[config.mk]
export PLATFORM = sky130hd
export DESIGN_NAME = mmpd_decoder
export DESIGN_NICKNAME = d
export VERILOG_FILES = /design/src/hw/mmpd_pkg.sv /design/src/hw/mmpd_decoder.sv /design/src/hw/mmpd_local_map.sv
export SDC_FILE = /design/constraint.sdc
export NUM_CORES = 1
export LEC_CHECK = 0
export ABC_AREA = 1
export BUFFER_PORTS_ARGS = -buffer_cell sky130_fd_sc_hd__clkbuf_2
export CAP_MARGIN = 20
export CORE_ASPECT_RATIO = 1.4
export CORE_MARGIN = 1.5
export CORE_UTILIZATION = 35
export CTS_CLUSTER_DIAMETER = 100
export CTS_CLUSTER_SIZE = 16
export DETAILED_ROUTE_END_ITERATION = 6
export GPL_TIMING_DRIVEN = 0
export HOLD_SLACK_MARGIN = 0.02
export PLACE_DENSITY_LB_ADDON = 0.3
export SKIP_CTS_REPAIR_TIMING = 1
export SYNTH_ARGS = -nofsm -noshare
export SYNTH_HDL_FRONTEND = slang
export SYNTH_SLANG_ARGS = --single-unit
[constraint.sdc]
create_clock -name mclk -period 2.1 [get_ports mclk]
set_input_delay 0.21 -clock mclk [delete_from_list [all_inputs] [get_ports mclk]]
set_output_delay 0.21 -clock mclk [all_outputs]
set_load 0.02 [all_outputs]
[src/hw/mmpd_pkg.sv]
package mmpd_pkg;

    ////////////////////////////////////////////////////////////////////////////////
    // Local map boundaries.
    localparam logic [15:0] MMPD_REG_LAST    = 16'h07FF;
    localparam logic [15:0] MMPD_EE_BASE     = 16'h0800;
    localparam logic [15:0] MMPD_EE_FIXED    = 16'h0C00;
    localparam logic [15:0] MMPD_RAM_BASE    = 16'h1000;
    localparam logic [15:0] MMPD_RAM_FIXED   = 16'h2000;
    localparam logic [15:0] MMPD_FLASH_BASE  = 16'h4000;

    ////////////////////////////////////////////////////////////////////////////////
    // Page widths and physical widths.
    localparam int MMPD_EE_PAGE_W   = 2;
    localparam int MMPD_RAM_PAGE_W  = 3;
    localparam int MMPD_GLB_PAGE_W  = 7;
    localparam int MMPD_DIR_PAGE_W  = 8;
    localparam int MMPD_PHYS_W      = 23;
    localparam int MMPD_EE_OFF_W    = 10;
    localparam int MMPD_RAM_OFF_W   = 12;
    localparam int MMPD_RAM_FIX_W   = 13;
    localparam int MMPD_REG_OFF_W   = 11;
    localparam int MMPD_FLASH_OFF_W = 14;

    // The fixed EEPROM block is the top 1 Kbyte page, the fixed RAM area the top two 4 Kbyte blocks.
    localparam logic [1:0] MMPD_EE_FIXED_PAGE = 2'h3;
    localparam logic [1:0] MMPD_RAM_FIXED_HI  = 2'h3;
    localparam logic [1:0] MMPD_FLASH_WIN0    = 2'h1;

    ////////////////////////////////////////////////////////////////////////////////
    // Register file.
    localparam logic [7:0] MMPD_OFF_EE_PAGE  = 8'h00;
    localparam logic [7:0] MMPD_OFF_RAM_PAGE = 8'h04;
    localparam logic [7:0] MMPD_OFF_GLB_PAGE = 8'h08;
    localparam logic [7:0] MMPD_OFF_DIR_PAGE = 8'h0C;
    localparam logic [7:0] MMPD_OFF_LAST_TGT = 8'h10;
    localparam logic [7:0] MMPD_OFF_LAST_PHY = 8'h14;

    localparam logic [MMPD_EE_PAGE_W-1:0]  MMPD_EE_PAGE_RST  = 2'h0;
    localparam logic [MMPD_RAM_PAGE_W-1:0] MMPD_RAM_PAGE_RST = 3'h0;
    localparam logic [MMPD_GLB_PAGE_W-1:0] MMPD_GLB_PAGE_RST = 7'h00;
    localparam logic [MMPD_DIR_PAGE_W-1:0] MMPD_DIR_PAGE_RST = 8'h00;

    ////////////////////////////////////////////////////////////////////////////////
    // Types.
    typedef enum logic [2:0] {
        MMPD_TGT_NONE   = 3'h0,
        MMPD_TGT_REG    = 3'h1,
        MMPD_TGT_EE     = 3'h3,
        MMPD_TGT_RAM    = 3'h2,
        MMPD_TGT_FLASH  = 3'h6,
        MMPD_TGT_GLOBAL = 3'h7
    } mmpd_target_t;

    typedef enum logic [1:0] {
        MMPD_MODE_LOCAL  = 2'h0,
        MMPD_MODE_DIRECT = 2'h1,
        MMPD_MODE_GLOBAL = 2'h3
    } mmpd_mode_t;

    typedef struct packed {
        logic        valid;
        mmpd_mode_t  mode;
        logic [15:0] addr;
    } mmpd_req_t;

    typedef struct packed {
        logic                   valid;
        mmpd_target_t           target;
        logic [MMPD_PHYS_W-1:0] phys;
    } mmpd_sel_t;

    typedef struct packed {
        logic [MMPD_EE_PAGE_W-1:0]  ee;
        logic [MMPD_RAM_PAGE_W-1:0] ram;
        logic [MMPD_GLB_PAGE_W-1:0] glb;
        logic [MMPD_DIR_PAGE_W-1:0] dir;
    } mmpd_pages_t;

endpackage
[src/hw/mmpd_decoder.sv]
// Decided for this implementation: the Avalon-MM register port and the placing of the registers.
`timescale 1ns/1ps

module mmpd_decoder (
    input  wire logic                mclk,
    input  wire logic                rst_b,
    input  wire logic [7:0]          avs_address,
    input  wire logic                avs_read,
    input  wire logic                avs_write,
    input  wire logic [31:0]         avs_writedata,
    input  wire logic [3:0]          avs_byteenable,
    output logic [31:0]              avs_readdata,
    output logic                     avs_waitrequest,
    input  wire mmpd_pkg::mmpd_req_t cpu_req,
    output mmpd_pkg::mmpd_sel_t      mem_sel
);
    import mmpd_pkg::*;

    ////////////////////////////////////////////////////////////////////////////////
    // Register bus slave with one wait state.

    logic              ack_q;
    logic              bus_wr;
    logic              bus_rd;
    logic [31:0]       rdata_d;
    logic [31:0]       rdata_q;
    mmpd_pages_t       pages_q;
    mmpd_target_t      last_tgt_q;
    logic [MMPD_PHYS_W-1:0] last_phys_q;

    assign avs_waitrequest = (avs_read | avs_write) & ~ack_q;
    assign bus_wr          = avs_write & ~avs_waitrequest;
    assign bus_rd          = avs_read & ~avs_waitrequest;
    assign avs_readdata    = rdata_q;

    always_ff @(posedge mclk or negedge rst_b) begin
        if (!rst_b) begin
            ack_q <= 1'b0;
        end else begin
            ack_q <= (avs_read | avs_write) & ~ack_q;
        end
    end

    always_comb begin
        rdata_d = 32'h0000_0000;
        unique case (avs_address)
            MMPD_OFF_EE_PAGE:  rdata_d = {30'h0, pages_q.ee};
            MMPD_OFF_RAM_PAGE: rdata_d = {29'h0, pages_q.ram};
            MMPD_OFF_GLB_PAGE: rdata_d = {25'h0, pages_q.glb};
            MMPD_OFF_DIR_PAGE: rdata_d = {24'h0, pages_q.dir};
            MMPD_OFF_LAST_TGT: rdata_d = {29'h0, last_tgt_q};
            MMPD_OFF_LAST_PHY: rdata_d = {9'h000, last_phys_q};
            default:           rdata_d = 32'h0000_0000;
        endcase
    end

    // Read data is loaded in the wait cycle so it stands at the edge where waitrequest is low.
    always_ff @(posedge mclk or negedge rst_b) begin
        if (!rst_b) begin
            rdata_q <= 32'h0000_0000;
        end else if (avs_read & avs_waitrequest) begin
            rdata_q <= rdata_d;
        end
    end

    ////////////////////////////////////////////////////////////////////////////////
    // Page registers; widths below 32 bits drop the upper written bits.

    always_ff @(posedge mclk or negedge rst_b) begin
        if (!rst_b) begin
            pages_q.ee  <= MMPD_EE_PAGE_RST;
            pages_q.ram <= MMPD_RAM_PAGE_RST;
            pages_q.glb <= MMPD_GLB_PAGE_RST;
            pages_q.dir <= MMPD_DIR_PAGE_RST;
        end else if (bus_wr && avs_byteenable[0]) begin
            unique case (avs_address)
                MMPD_OFF_EE_PAGE:  pages_q.ee  <= avs_writedata[MMPD_EE_PAGE_W-1:0];
                MMPD_OFF_RAM_PAGE: pages_q.ram <= avs_writedata[MMPD_RAM_PAGE_W-1:0];
                MMPD_OFF_GLB_PAGE: pages_q.glb <= avs_writedata[MMPD_GLB_PAGE_W-1:0];
                MMPD_OFF_DIR_PAGE: pages_q.dir <= avs_writedata[MMPD_DIR_PAGE_W-1:0];
                default: begin
                end
            endcase
        end
    end

    ////////////////////////////////////////////////////////////////////////////////
    // CPU access decode.

    logic [15:0]            local_addr;
    mmpd_target_t           local_tgt;
    logic [MMPD_PHYS_W-1:0] local_phys;
    mmpd_sel_t              sel_d;
    mmpd_sel_t              sel_q;

    always_comb begin
        local_addr = cpu_req.addr;
        if (cpu_req.mode == MMPD_MODE_DIRECT) begin
            local_addr = {pages_q.dir, cpu_req.addr[7:0]};
        end
    end

    mmpd_local_map u_local_map (
        .addr   (local_addr),
        .pages  (pages_q),
        .target (local_tgt),
        .phys   (local_phys)
    );

    always_comb begin
        sel_d.valid  = cpu_req.valid;
        sel_d.target = local_tgt;
        sel_d.phys   = local_phys;
        if (cpu_req.mode == MMPD_MODE_GLOBAL) begin
            sel_d.target = MMPD_TGT_GLOBAL;
            sel_d.phys   = {pages_q.glb, cpu_req.addr};
        end
        if (!cpu_req.valid) begin
            sel_d.target = MMPD_TGT_NONE;
            sel_d.phys   = '0;
        end
    end

    always_ff @(posedge mclk or negedge rst_b) begin
        if (!rst_b) begin
            sel_q <= '0;
        end else begin
            sel_q <= sel_d;
        end
    end

    assign mem_sel = sel_q;

    always_ff @(posedge mclk or negedge rst_b) begin
        if (!rst_b) begin
            last_tgt_q  <= MMPD_TGT_NONE;
            last_phys_q <= '0;
        end else if (cpu_req.valid) begin
            last_tgt_q  <= sel_d.target;
            last_phys_q <= sel_d.phys;
        end
    end

endmodule

[src/hw/mmpd_local_map.sv]
`timescale 1ns/1ps

module mmpd_local_map (
    input  wire logic [15:0]                   addr,
    input  wire mmpd_pkg::mmpd_pages_t         pages,
    output mmpd_pkg::mmpd_target_t             target,
    output logic [mmpd_pkg::MMPD_PHYS_W-1:0]   phys
);
    import mmpd_pkg::*;

    always_comb begin
        target = MMPD_TGT_NONE;
        phys   = '0;
        if (addr <= MMPD_REG_LAST) begin
            target = MMPD_TGT_REG;
            phys   = {12'h000, addr[MMPD_REG_OFF_W-1:0]};
        end else if (addr < MMPD_EE_FIXED) begin
            target = MMPD_TGT_EE;
            phys   = {11'h000, pages.ee, addr[MMPD_EE_OFF_W-1:0]};
        end else if (addr < MMPD_RAM_BASE) begin
            target = MMPD_TGT_EE;
            phys   = {11'h000, MMPD_EE_FIXED_PAGE, addr[MMPD_EE_OFF_W-1:0]};
        end else if (addr < MMPD_RAM_FIXED) begin
            target = MMPD_TGT_RAM;
            phys   = {8'h00, pages.ram, addr[MMPD_RAM_OFF_W-1:0]};
        end else if (addr < MMPD_FLASH_BASE) begin
            target = MMPD_TGT_RAM;
            phys   = {8'h00, MMPD_RAM_FIXED_HI, addr[MMPD_RAM_FIX_W-1:0]};
        end else begin
            target = MMPD_TGT_FLASH;
            phys   = {7'h00, 2'(addr[15:14] - MMPD_FLASH_WIN0), addr[MMPD_FLASH_OFF_W-1:0]};
        end
    end

endmodule

# Yosys cells after proc, flatten, opt, wreduce, memory -nomap -nowiden
# Index checks and enable logic that the tools add are counted.
# Widths: inputs -> output; s select.
[op_classes] addsub=1 order_cmp=5 n_eq_ne=7 muxes=14 bitwise_logic=6 n_reduce_logical=6
[op_table] cell="$pmux 23 s6" count=1
[op_table] cell="$mux 23" count=4
[op_table] cell="$mux 26" count=2
[op_table] cell="$mux 16" count=2
[op_table] cell="$eq 8x4->1 const B" count=2
[op_table] cell="$eq 8x5->1 const B" count=2
[op_table] cell="$le 16x11->1 const B" count=1
[op_table] cell="$lt 16x12->1 const B" count=1
[op_table] cell="$lt 16x13->1 const B" count=1
[op_table] cell="$lt 16x14->1 const B" count=1
[op_table] cell="$lt 16x15->1 const B" count=1
[op_table] cell="$mux 3" count=5
[op_table] cell="$eq 8x3->1 const B" count=1
[op_table] cell="$logic_not 8->1" count=1
[op_table] cell="$reduce_and 2->1" count=4
[op_table] cell="$and 1x1->1" count=3
[op_table] cell="$eq 2x1->1 const B" count=1
[op_table] cell="$eq 2x2->1 const B" count=1
[op_table] cell="$not 1->1" count=2
[op_table] cell="$sub 2x1->2 const B" count=1
[op_table] cell="$logic_and 1x1->1" count=1
[op_table] cell="$or 1x1->1" count=1
[totals] regBits=106 inputBits=67 out_inout_bits=60

# Depth between registers and ports, before layout
# Gate-level depths: netlist of run 1.
[logic_depth] depth_word=10 ltp_mapped=10 ltp_nobuf=9

# Cells and area by module
# Synthesis of run 1 repeated with hierarchy kept, for this count alone.
[hier_totals] cells_unflattened=492 area_unflattened_um2=4450.5
[modules_own_cells] module="mmpd_decoder" instances=1 cells_each=451 area_each_um2=4209.0 seq_area_each_um2=2427.3
[modules_own_cells] module="mmpd_local_map" instances=1 cells_each=41 area_each_um2=241.5 seq_area_each_um2=0.0

# Worst setup path after synthesis of run 1
# OpenSTA, ideal clock, no wires.
[synth_timing] path_type="reg-to-reg" startpoint="register ack_q" endpoint="register rdata_q[15], in the netlist avs_readdata[15]" setup_ps=96 arrival_time_ps=1383 slack_ps=621 stages_incl_launch_ff=5 path_buffers=1 synth_period_minus_slack_ps=1479 path_cell_list="dfrtp_1 nor2_1 nand2_1 clkbuf_1 o31ai_1"
[synth_between] elab_chain_len=3
[synth_rtl] element="from (decl)" line="mmpd_decoder.sv:22" text="logic ack_q;"
[synth_rtl] element="from (signal assigned)" line="mmpd_decoder.sv:40" text="ack_q <= (avs_read | avs_write) & ~ack_q;"
[synth_rtl] element="$not 1->1" line="mmpd_decoder.sv:31" text="assign avs_waitrequest = (avs_read | avs_write) & ~ack_q;"
[synth_rtl] element="$and 1x1->1" line="mmpd_decoder.sv:31"
[synth_rtl] element="net avs_waitrequest" line="mmpd_decoder.sv:13" text="output logic avs_waitrequest,"
[synth_rtl] element="$and 1x1->1" line="mmpd_decoder.sv:61" text="end else if (avs_read & avs_waitrequest) begin"
[synth_rtl] element="to (signal assigned)" line="mmpd_decoder.sv:62" text="rdata_q <= rdata_d;"
[synth_rtl] element="to (decl)" line="mmpd_decoder.sv:26" text="logic [31:0] rdata_q;"
# The timed path passes the listed nets, and every way through them passes these cells.
# A chain may end at the register's enable or synchronous reset.

# Worst setup path in the final report of run 1
[layout_timing] startpoint="register ack_q" endpoint="register rdata_q[20], in the netlist avs_readdata[20]"
[layout_between] elab_chain_len=3
[layout_rtl] element="$not 1->1" line="mmpd_decoder.sv:31"
[layout_rtl] element="$and 1x1->1" line="mmpd_decoder.sv:31"
[layout_rtl] element="$and 1x1->1" line="mmpd_decoder.sv:61"
# Every way passes these cells.

==> results of run 1 <==
through the flow:
stage / util / hold slack [ns]
detailed placement: 0.416 / 0.357
global route: 0.441 / 0.0498
global placement: 0.415 / 0.389
floorplan: - / -0.0856
finish: 0.441 / 0.0497
CTS: 0.441 / -0.00901
logic make-up (layout without fill, tap and decap cells):
family / count (synthesis) / after routing / share of synthesized area
AO/OA/AOI/OAI: 67 / 67 / 0.0995
buffers and inverters: 89 / 197 / 0.0927
flip-flops: 97 / 97 / 0.576
other: 1 / 9 / 0.000890
AND/OR/NAND/NOR: 224 / 224 / 0.231
where the power goes:
part | internal, mW | switching (mW)
registers | 1.94 | 0.0318
clock network | 0.868 | 0.678
logic | 0.120 | 0.276
total | 2.93 | 0.985
area by class of cell:
cell class	instances	area [sq um]
fill	1181	6570
sequential	97	2430
multi-input combinational	300	1420
timing repair buffer	92	483
clock buffer	12	256
inverter	67	251
tap	147	184
buffer	22	139
clock inverter	4	26.3
worst paths after layout:
check,startpoint,endpoint,slack [ns]
worst max-delay path,ack_q,avs_readdata[20],0.59
worst min-delay path,cpu_req[18],mem_sel[26],0.05
worst max register to register,ack_q,avs_readdata[20],0.59
worst min register to register,ack_q,ack_q,0.46
max in group asynchronous,rst_b,mem_sel[2],0.90
min in group asynchronous,rst_b,avs_readdata[7],0.50
layer usage:
metal | vias up | global-route usage | part of all wire
met5 | - | 0 | 0
met4 | 0 | 0.0564 | 0.015
met3 | 11 | 0.0431 | 0.053
met2 | 95 | 0.298 | 0.52
met1 | 1683 | 0.208 | 0.41
li1 | 1729 | - | -
worst max-delay path: stages (launching register included):
cell      delay, ns
dfrtp_1        0.38
nor2_1         0.19
nand2_1        0.23
clkbuf_1       0.30
o31ai_1        0.31
cells in the final DEF (no fill, tap or decap), types with 8 or more instances in the layout:
cell type and n:
buf_4 10, clkbuf_1 8, clkbuf_16 9, clkbuf_2 89, conb_1 9, dfrtp_1 97
inv_1 62, nand2_1 138, nand3_1 37, nor2_1 30, o21ai_0 25, o21ai_2 10
o22ai_1 9, o31ai_1 10
state kept, by name, indices dropped and copies added (netlist names):
| signal | cells |
|---|---|
| last_phys_q | 23 |
| last_tgt_q | 3 |
| pages_q | 20 |
| avs_readdata | 23 |
| mem_sel | 27 |
| ack_q | 1 |
synth_stat cells, drive strengths merged:
| library cell | number |
|---|---|
| nand2 | 143 |
| dfrtp | 97 |
| inv | 67 |
| o21ai | 40 |
| nand3 | 38 |
| nor2 | 38 |
| buf | 15 |
| o31ai | 10 |
| o22ai | 9 |
| clkbuf | 7 |
| a21oi | 4 |
| o211ai | 3 |
| nand3b | 2 |
| nor3 | 2 |
| and3 | 1 |
| conb | 1 |
| o21bai | 1 |
==> qor.yml, run 1 <==
status:
  outcome: "finished, final reports clean"
cts:
  cts_sinks: 97
  cts-root-buf: "clkbuf_16"
  cts_buffers: 9
  cts_tree: "yes"
  clkSlewWorstSetupHoldPaths_ns: 0.06
  worstSkewPairLatency_ns: 0.34
  ctsLongestPathBuffers: 2
  htree_levels: 3
routing:
  post_drt_wl_per_cell_um: 14.1
  drt_iter0_markers: 203
  routed_wl_um: 10400
  dr.pass1.iters: 4
  drcViolationCount: 0
  num_vias: 3518
  viasPerCell: 4.75
  final_antenna_net_count: 0
global_routing:
  grt_pass1_wl_um: 16800
  grtUsageTotal: 0.173
  gr-total-overflow: 0
  grt_pass1_vias: 3441
  grt_max_degree: 56
  antenna_found_initial: 0
critical_path:
  criticalPathCategory: "reg -> reg"
  worstPathArrival_ns: 1.74
  r2r_cells: 4
  required_ns: 2.34
  crit_path_max_fanout: 10
  crit_path_end_kind: "flop"
  cp-start-kind: "flop"
placement:
  place_ws_ns: 0.602
  place_area_sq_um: 4900
  dp_cells: 724
  hpwl_um: 8130
  place_congestion: 0.833
  io_buffers: 90
floorplan:
  rows: 47
  dieArea_sq_um: 12700
  initial_core_util: 0.358
  io-pin-count: 127
  core_area_sq_um: 11800
  die_h_um: 133
  dieWidth_um: 95.7
pwr:
  power_density_nw_per_um2: 754
  p_leak_nw: 2.82
  power_mw: 3.91
  peakVddDrop_mv: 0.352
min_path:
  holdPathStages: 1
  hold_class: "in -> reg"
finish:
  synthToLayoutAreaGrowth_pct: 23.3
  drive_gt1_frac: 0.253
  instances_no_fill: 741
  nets: 656
  stdcell_area_sq_um: 5190
  diodes: 0
yosys:
  yosysSeqAreaShare: 0.576
  avgSynthCellArea_sq_um: 8.81
  synth_top_area_cell: "dfrtp_1"
  synth.distinct_cells: 27
  yosysWarnings: 0
  syn_area_sq_um: 4210
  synth_seq_cells: 97
  ys_top_cells_by_area: "dfrtp_1 58%, nand2_1 12%, inv_1 5.5%, nand3_1 4.4%, o21ai_0 3.0%"
  syn_inst: 478
  synth_top_cell_area_share: 0.576
job:
  cap_violations: 0
timing:
  hold_viol_final: 0
  skew_ns: 0.00651
  slew_headroom: 0.490
  worst_slack_ns: 0.594
  worstMarginPinSlew_ns: 0.765
  period_share: 0.717
  finalSetupViolations: 0
  finalCriticalPeriod_ns: 1.51
  drv_slew: 0
  rsz0062_at_grt: "no"
  tns_ns: 0
  fmax_mhz: 664
No activity file was read; power rests on OpenSTA's default activity.
==> run 2, diff against run 1 <==
--- a/config.mk
+++ b/config.mk
@@ -5,7 +5,7 @@
 export SDC_FILE = /design/constraint.sdc
 export NUM_CORES = 1
 export LEC_CHECK = 0
-export ABC_AREA = 1
+export ABC_AREA = 0
 export BUFFER_PORTS_ARGS = -buffer_cell sky130_fd_sc_hd__clkbuf_2
 export CAP_MARGIN = 20
 export CORE_ASPECT_RATIO = 1.4
==> constraint.sdc (replaced) <==
create_clock -name mclk -period 1.5 [get_ports mclk]
set_input_delay 0.15 -clock mclk [delete_from_list [all_inputs] [get_ports mclk]]
set_output_delay 0.15 -clock mclk [all_outputs]
set_load 0.02 [all_outputs]
==> qor.yml, run 2 <==
status:
  outcome: "finished, violations left"  # was finished, final reports clean
  violations: "setup timing"
yosys:
  synth_xor_area_frac: 0  # unchanged
  yosysMostFrequentCell: "dfrtp_1"  # was nand2_1
  synthAdderAreaFrac: 0  # unchanged
  synth-compound-area-share: 0.132  # was 0.0995
  synth_seq_cells: 97  # unchanged
  yosysSeqAreaShare: 0.592  # was 0.576
  synth_enable_flop_cells: 0  # unchanged
  ys_top_cells_by_area: "dfrtp_1 59%, mux2_2 6.9%, nand2_1 4.3%, a21o_1 3.1%, mux2i_1 2.9%"  # was dfrtp_1 58%, nand2_1 12%, inv_1 5.5%, nand3_1 4.4%, o21ai_0 3.0%
  netlist_top_cells_count: "97 x dfrtp_1, 47 x nand2_1, 26 x nor2_1"  # was 138 x nand2_1, 97 x dfrtp_1, 62 x inv_1
  yosysWarnings: 0  # unchanged
  synth_top_area_cell: "dfrtp_1"  # unchanged
  yosys.area_share.simple: 0.136  # was 0.231
  synthMuxAreaShare: 0.0980  # was 0
  synth_top_family_by_area: "simple AND/OR/NAND/NOR gates"  # unchanged
  avgSynthCellArea_sq_um: 11.2  # was 8.81 sq um
  async_flop_share: 1.00  # unchanged
  syn_area_sq_um: 4100  # was 4210 sq um
  synth_top_cell_area_share: 0.592  # was 0.576
  synth.distinct_cells: 42  # was 27
  synth-main-ff-cell: "dfrtp_1"  # unchanged
  syn_inst: 365  # was 478
critical_path:
  rr_startpoint: "ack_q"  # unchanged
  crit_path_max_fanout: 7  # was 10
  required_ns: 1.73  # was 2.34 ns
  worstPathArrival_ns: 1.96  # was 1.74 ns
  crit_path_end_kind: "flop"  # unchanged
  criticalPathCategory: "reg -> reg"  # unchanged
  cp-start-kind: "flop"  # unchanged
  r2r_cells: 5  # was 4
  r2r_end: "pages_q[12]"  # was avs_readdata[20]
  r2r_setup_slack_ns: -0.23  # was 0.59 ns
global_routing:
  grt_util_met1: 0.219  # was 0.208
  grt_max_degree: 54  # was 56
  grt_pass1_vias: 2944  # was 3,441
  use_met2: 0.296  # was 0.298
  use_met3: 0.0317  # was 0.0431
  grtUsageTotal: 0.175  # was 0.173
  grt_pass1_wl_um: 16000  # was 16,800 um
  antenna_found_initial: 0  # unchanged
  gr-total-overflow: 0  # unchanged
  busiest_layer: "met2"  # unchanged
timing:
  period_share: 1.15  # was 0.717
  finalCriticalPeriod_ns: 1.73  # was 1.51 ns
  finalSetupViolations: 20  # was 0
  hold_viol_final: 0  # unchanged
  skew_ns: 0.00572  # was 0.00651 ns
  worst_slack_ns: -0.231  # was 0.594 ns
  drv_slew: 0  # unchanged
  rsz0062_at_grt: "yes"  # was no
  fmax_mhz: 578  # was 664 MHz
  worstMarginPinSlew_ns: 0.658  # was 0.765 ns
  slew_headroom: 0.561  # was 0.490
placement:
  place_congestion: 0.881  # was 0.833
  dp_cells: 607  # was 724
  hpwl_um: 8050  # was 8130 um
  place_ws_ns: -0.672  # was 0.602 ns
  io_buffers: 89  # was 90
routing:
  final_antenna_net_count: 0  # unchanged
  drt_iter0_markers: 167  # was 203
  drcViolationCount: 0  # unchanged
  post_drt_wl_per_cell_um: 16.5  # was 14.1 um
  dr.pass1.iters: 4  # unchanged
  routed_wl_um: 10300  # was 10,400 um
  num_vias: 3051  # was 3,518
  viasPerCell: 4.88  # was 4.75
min_path:
  holdPathStages: 2  # was 1
  hold_path_startpoint: "avs_writedata[7]"  # was cpu_req[18]
  hold_class: "in -> reg"  # unchanged
  holdPathEnd: "pages_q[7]"  # was mem_sel[26]
cts:
  cts_buffers: 9  # unchanged
  cts_tree: "yes"  # unchanged
  clkSlewWorstSetupHoldPaths_ns: 0.07  # was 0.06 ns
  cts-root-buf: "clkbuf_16"  # unchanged
  htree_levels: 3  # unchanged
  cts_sinks: 97  # unchanged
  ctsLongestPathBuffers: 2  # unchanged
  worstSkewPairLatency_ns: 0.34  # about the same
floorplan:
  die_h_um: 131  # was 133 um
  initial_core_util: 0.360  # was 0.358
  dieArea_sq_um: 12400  # was 12,700 sq um
  rows: 46  # was 47
  io-pin-count: 127  # unchanged
  core_area_sq_um: 11400  # was 11,800 sq um
  dieWidth_um: 94.5  # was 95.7 um
finish:
  final_cell_mix: "97 x dfrtp_1, 92 x clkbuf_2, 47 x nand2_1"  # was 138 x nand2_1, 97 x dfrtp_1, 89 x clkbuf_2
  synthToLayoutAreaGrowth_pct: 28.1  # was 23.3%
  drive_gt1_frac: 0.328  # was 0.253
  diodes: 0  # unchanged
  largest_reg_flops: 27  # unchanged
  final_common_cell: "dfrtp_1"  # was nand2_1
  instances_no_fill: 625  # was 741
  final_core_utilization: 0.461  # was 0.441
  nets: 543  # was 656
pwr:
  power_mw: 5.84  # was 3.91 mW
  p_leak_nw: 2.70  # was 2.82 nW
  peakVddDrop_mv: 0.487  # was 0.352 mV
  power_density_nw_per_um2: 1110  # was 754 nW/um^2
job:
  cap_violations: 0  # unchanged
-- run 2: cell types whose count changed after synthesis, moves of 6 or more --
cell      before  now
a21o_1         0   17
nand2_1      138   47
inv_1         62    6
a21oi_1        4   13
o31ai_1       10    3
and3_1         1    8
and2_1         0    9
clkbuf_1       7   16
mux2_2         0   25
nand3_1       37    1
o21ai_2       10    0
o22ai_1        9    3
mux2i_1        0   12
-- run 2: cells by family (layout without fill, tap and decap cells) --
logic type | Yosys count | count (layout)
buffers and inverters | 35 | 143
muxes | 37 | 37
DFF | 97 | 97
other | 1 | 9
AOI/OAI and AO/OA | 82 | 82
and+or+nand+nor | 113 | 113
-- run 2: layer usage --
layer	up-vias	part of all wire	wire length, um
met3	14	0.038	389
li1	1473	-	-
met2	70	0.52	5320
met4	0	0.020	210
met5	-	0	0
met1	1494	0.43	4390
-- run 2: where the power goes --
group / total [mW] / switching [mW] / internal, mW / leakage, nW
Sequential: 2.76 / 0.0520 / 2.71 / 1.29
Combinational: 0.579 / 0.367 / 0.212 / 1.25
Clock: 2.50 / 0.987 / 1.51 / 0.159
Total: 5.84 / 1.41 / 4.43 / 2.70
-- run 2: worst max path at each step --
stage	depth (start not counted)	end	from
after global routing	5	pages_q[11]	ack_q
after detailed placement	6	pages_q[14]	avs_address[1]
after floorplan	5	pages_q[10]	avs_address[1]
final	5	pages_q[12]	ack_q
after global placement	1	mem_sel[20]	rst_b
after CTS	5	pages_q[14]	ack_q
-- run 2: critical path, cell delays in order, from the launching register on --
cell and delay [ns]:
dfrtp_1 0.38, nand4b_1 0.10, or3_4 0.41, nor3_4 0.24, buf_12 0.15, mux2_2 0.33
-- run 2: layout make-up --
class	instances	area (sq um)
inverter	7	26.3
clock buffer	10	239
timing repair buffer	94	536
fill	1088	6140
buffer	26	141
clock inverter	6	90.1
sequential	97	2430
tap	144	180
multi-input combinational	241	1610
-- run 2: per-stage QoR --
stage,hold slack (ns),TNS [ns],instance area (sq um)
6_report,0.0373,-2.80,5250
5_1_grt,0.0400,-4.68,5250
4_1_cts,-0.126,-9.16,5160
3_5_place_dp,0.245,-23.11,4830
3_3_place_gp,0.275,-105.19,4800
2_1_floorplan,-0.146,-7.28,4180
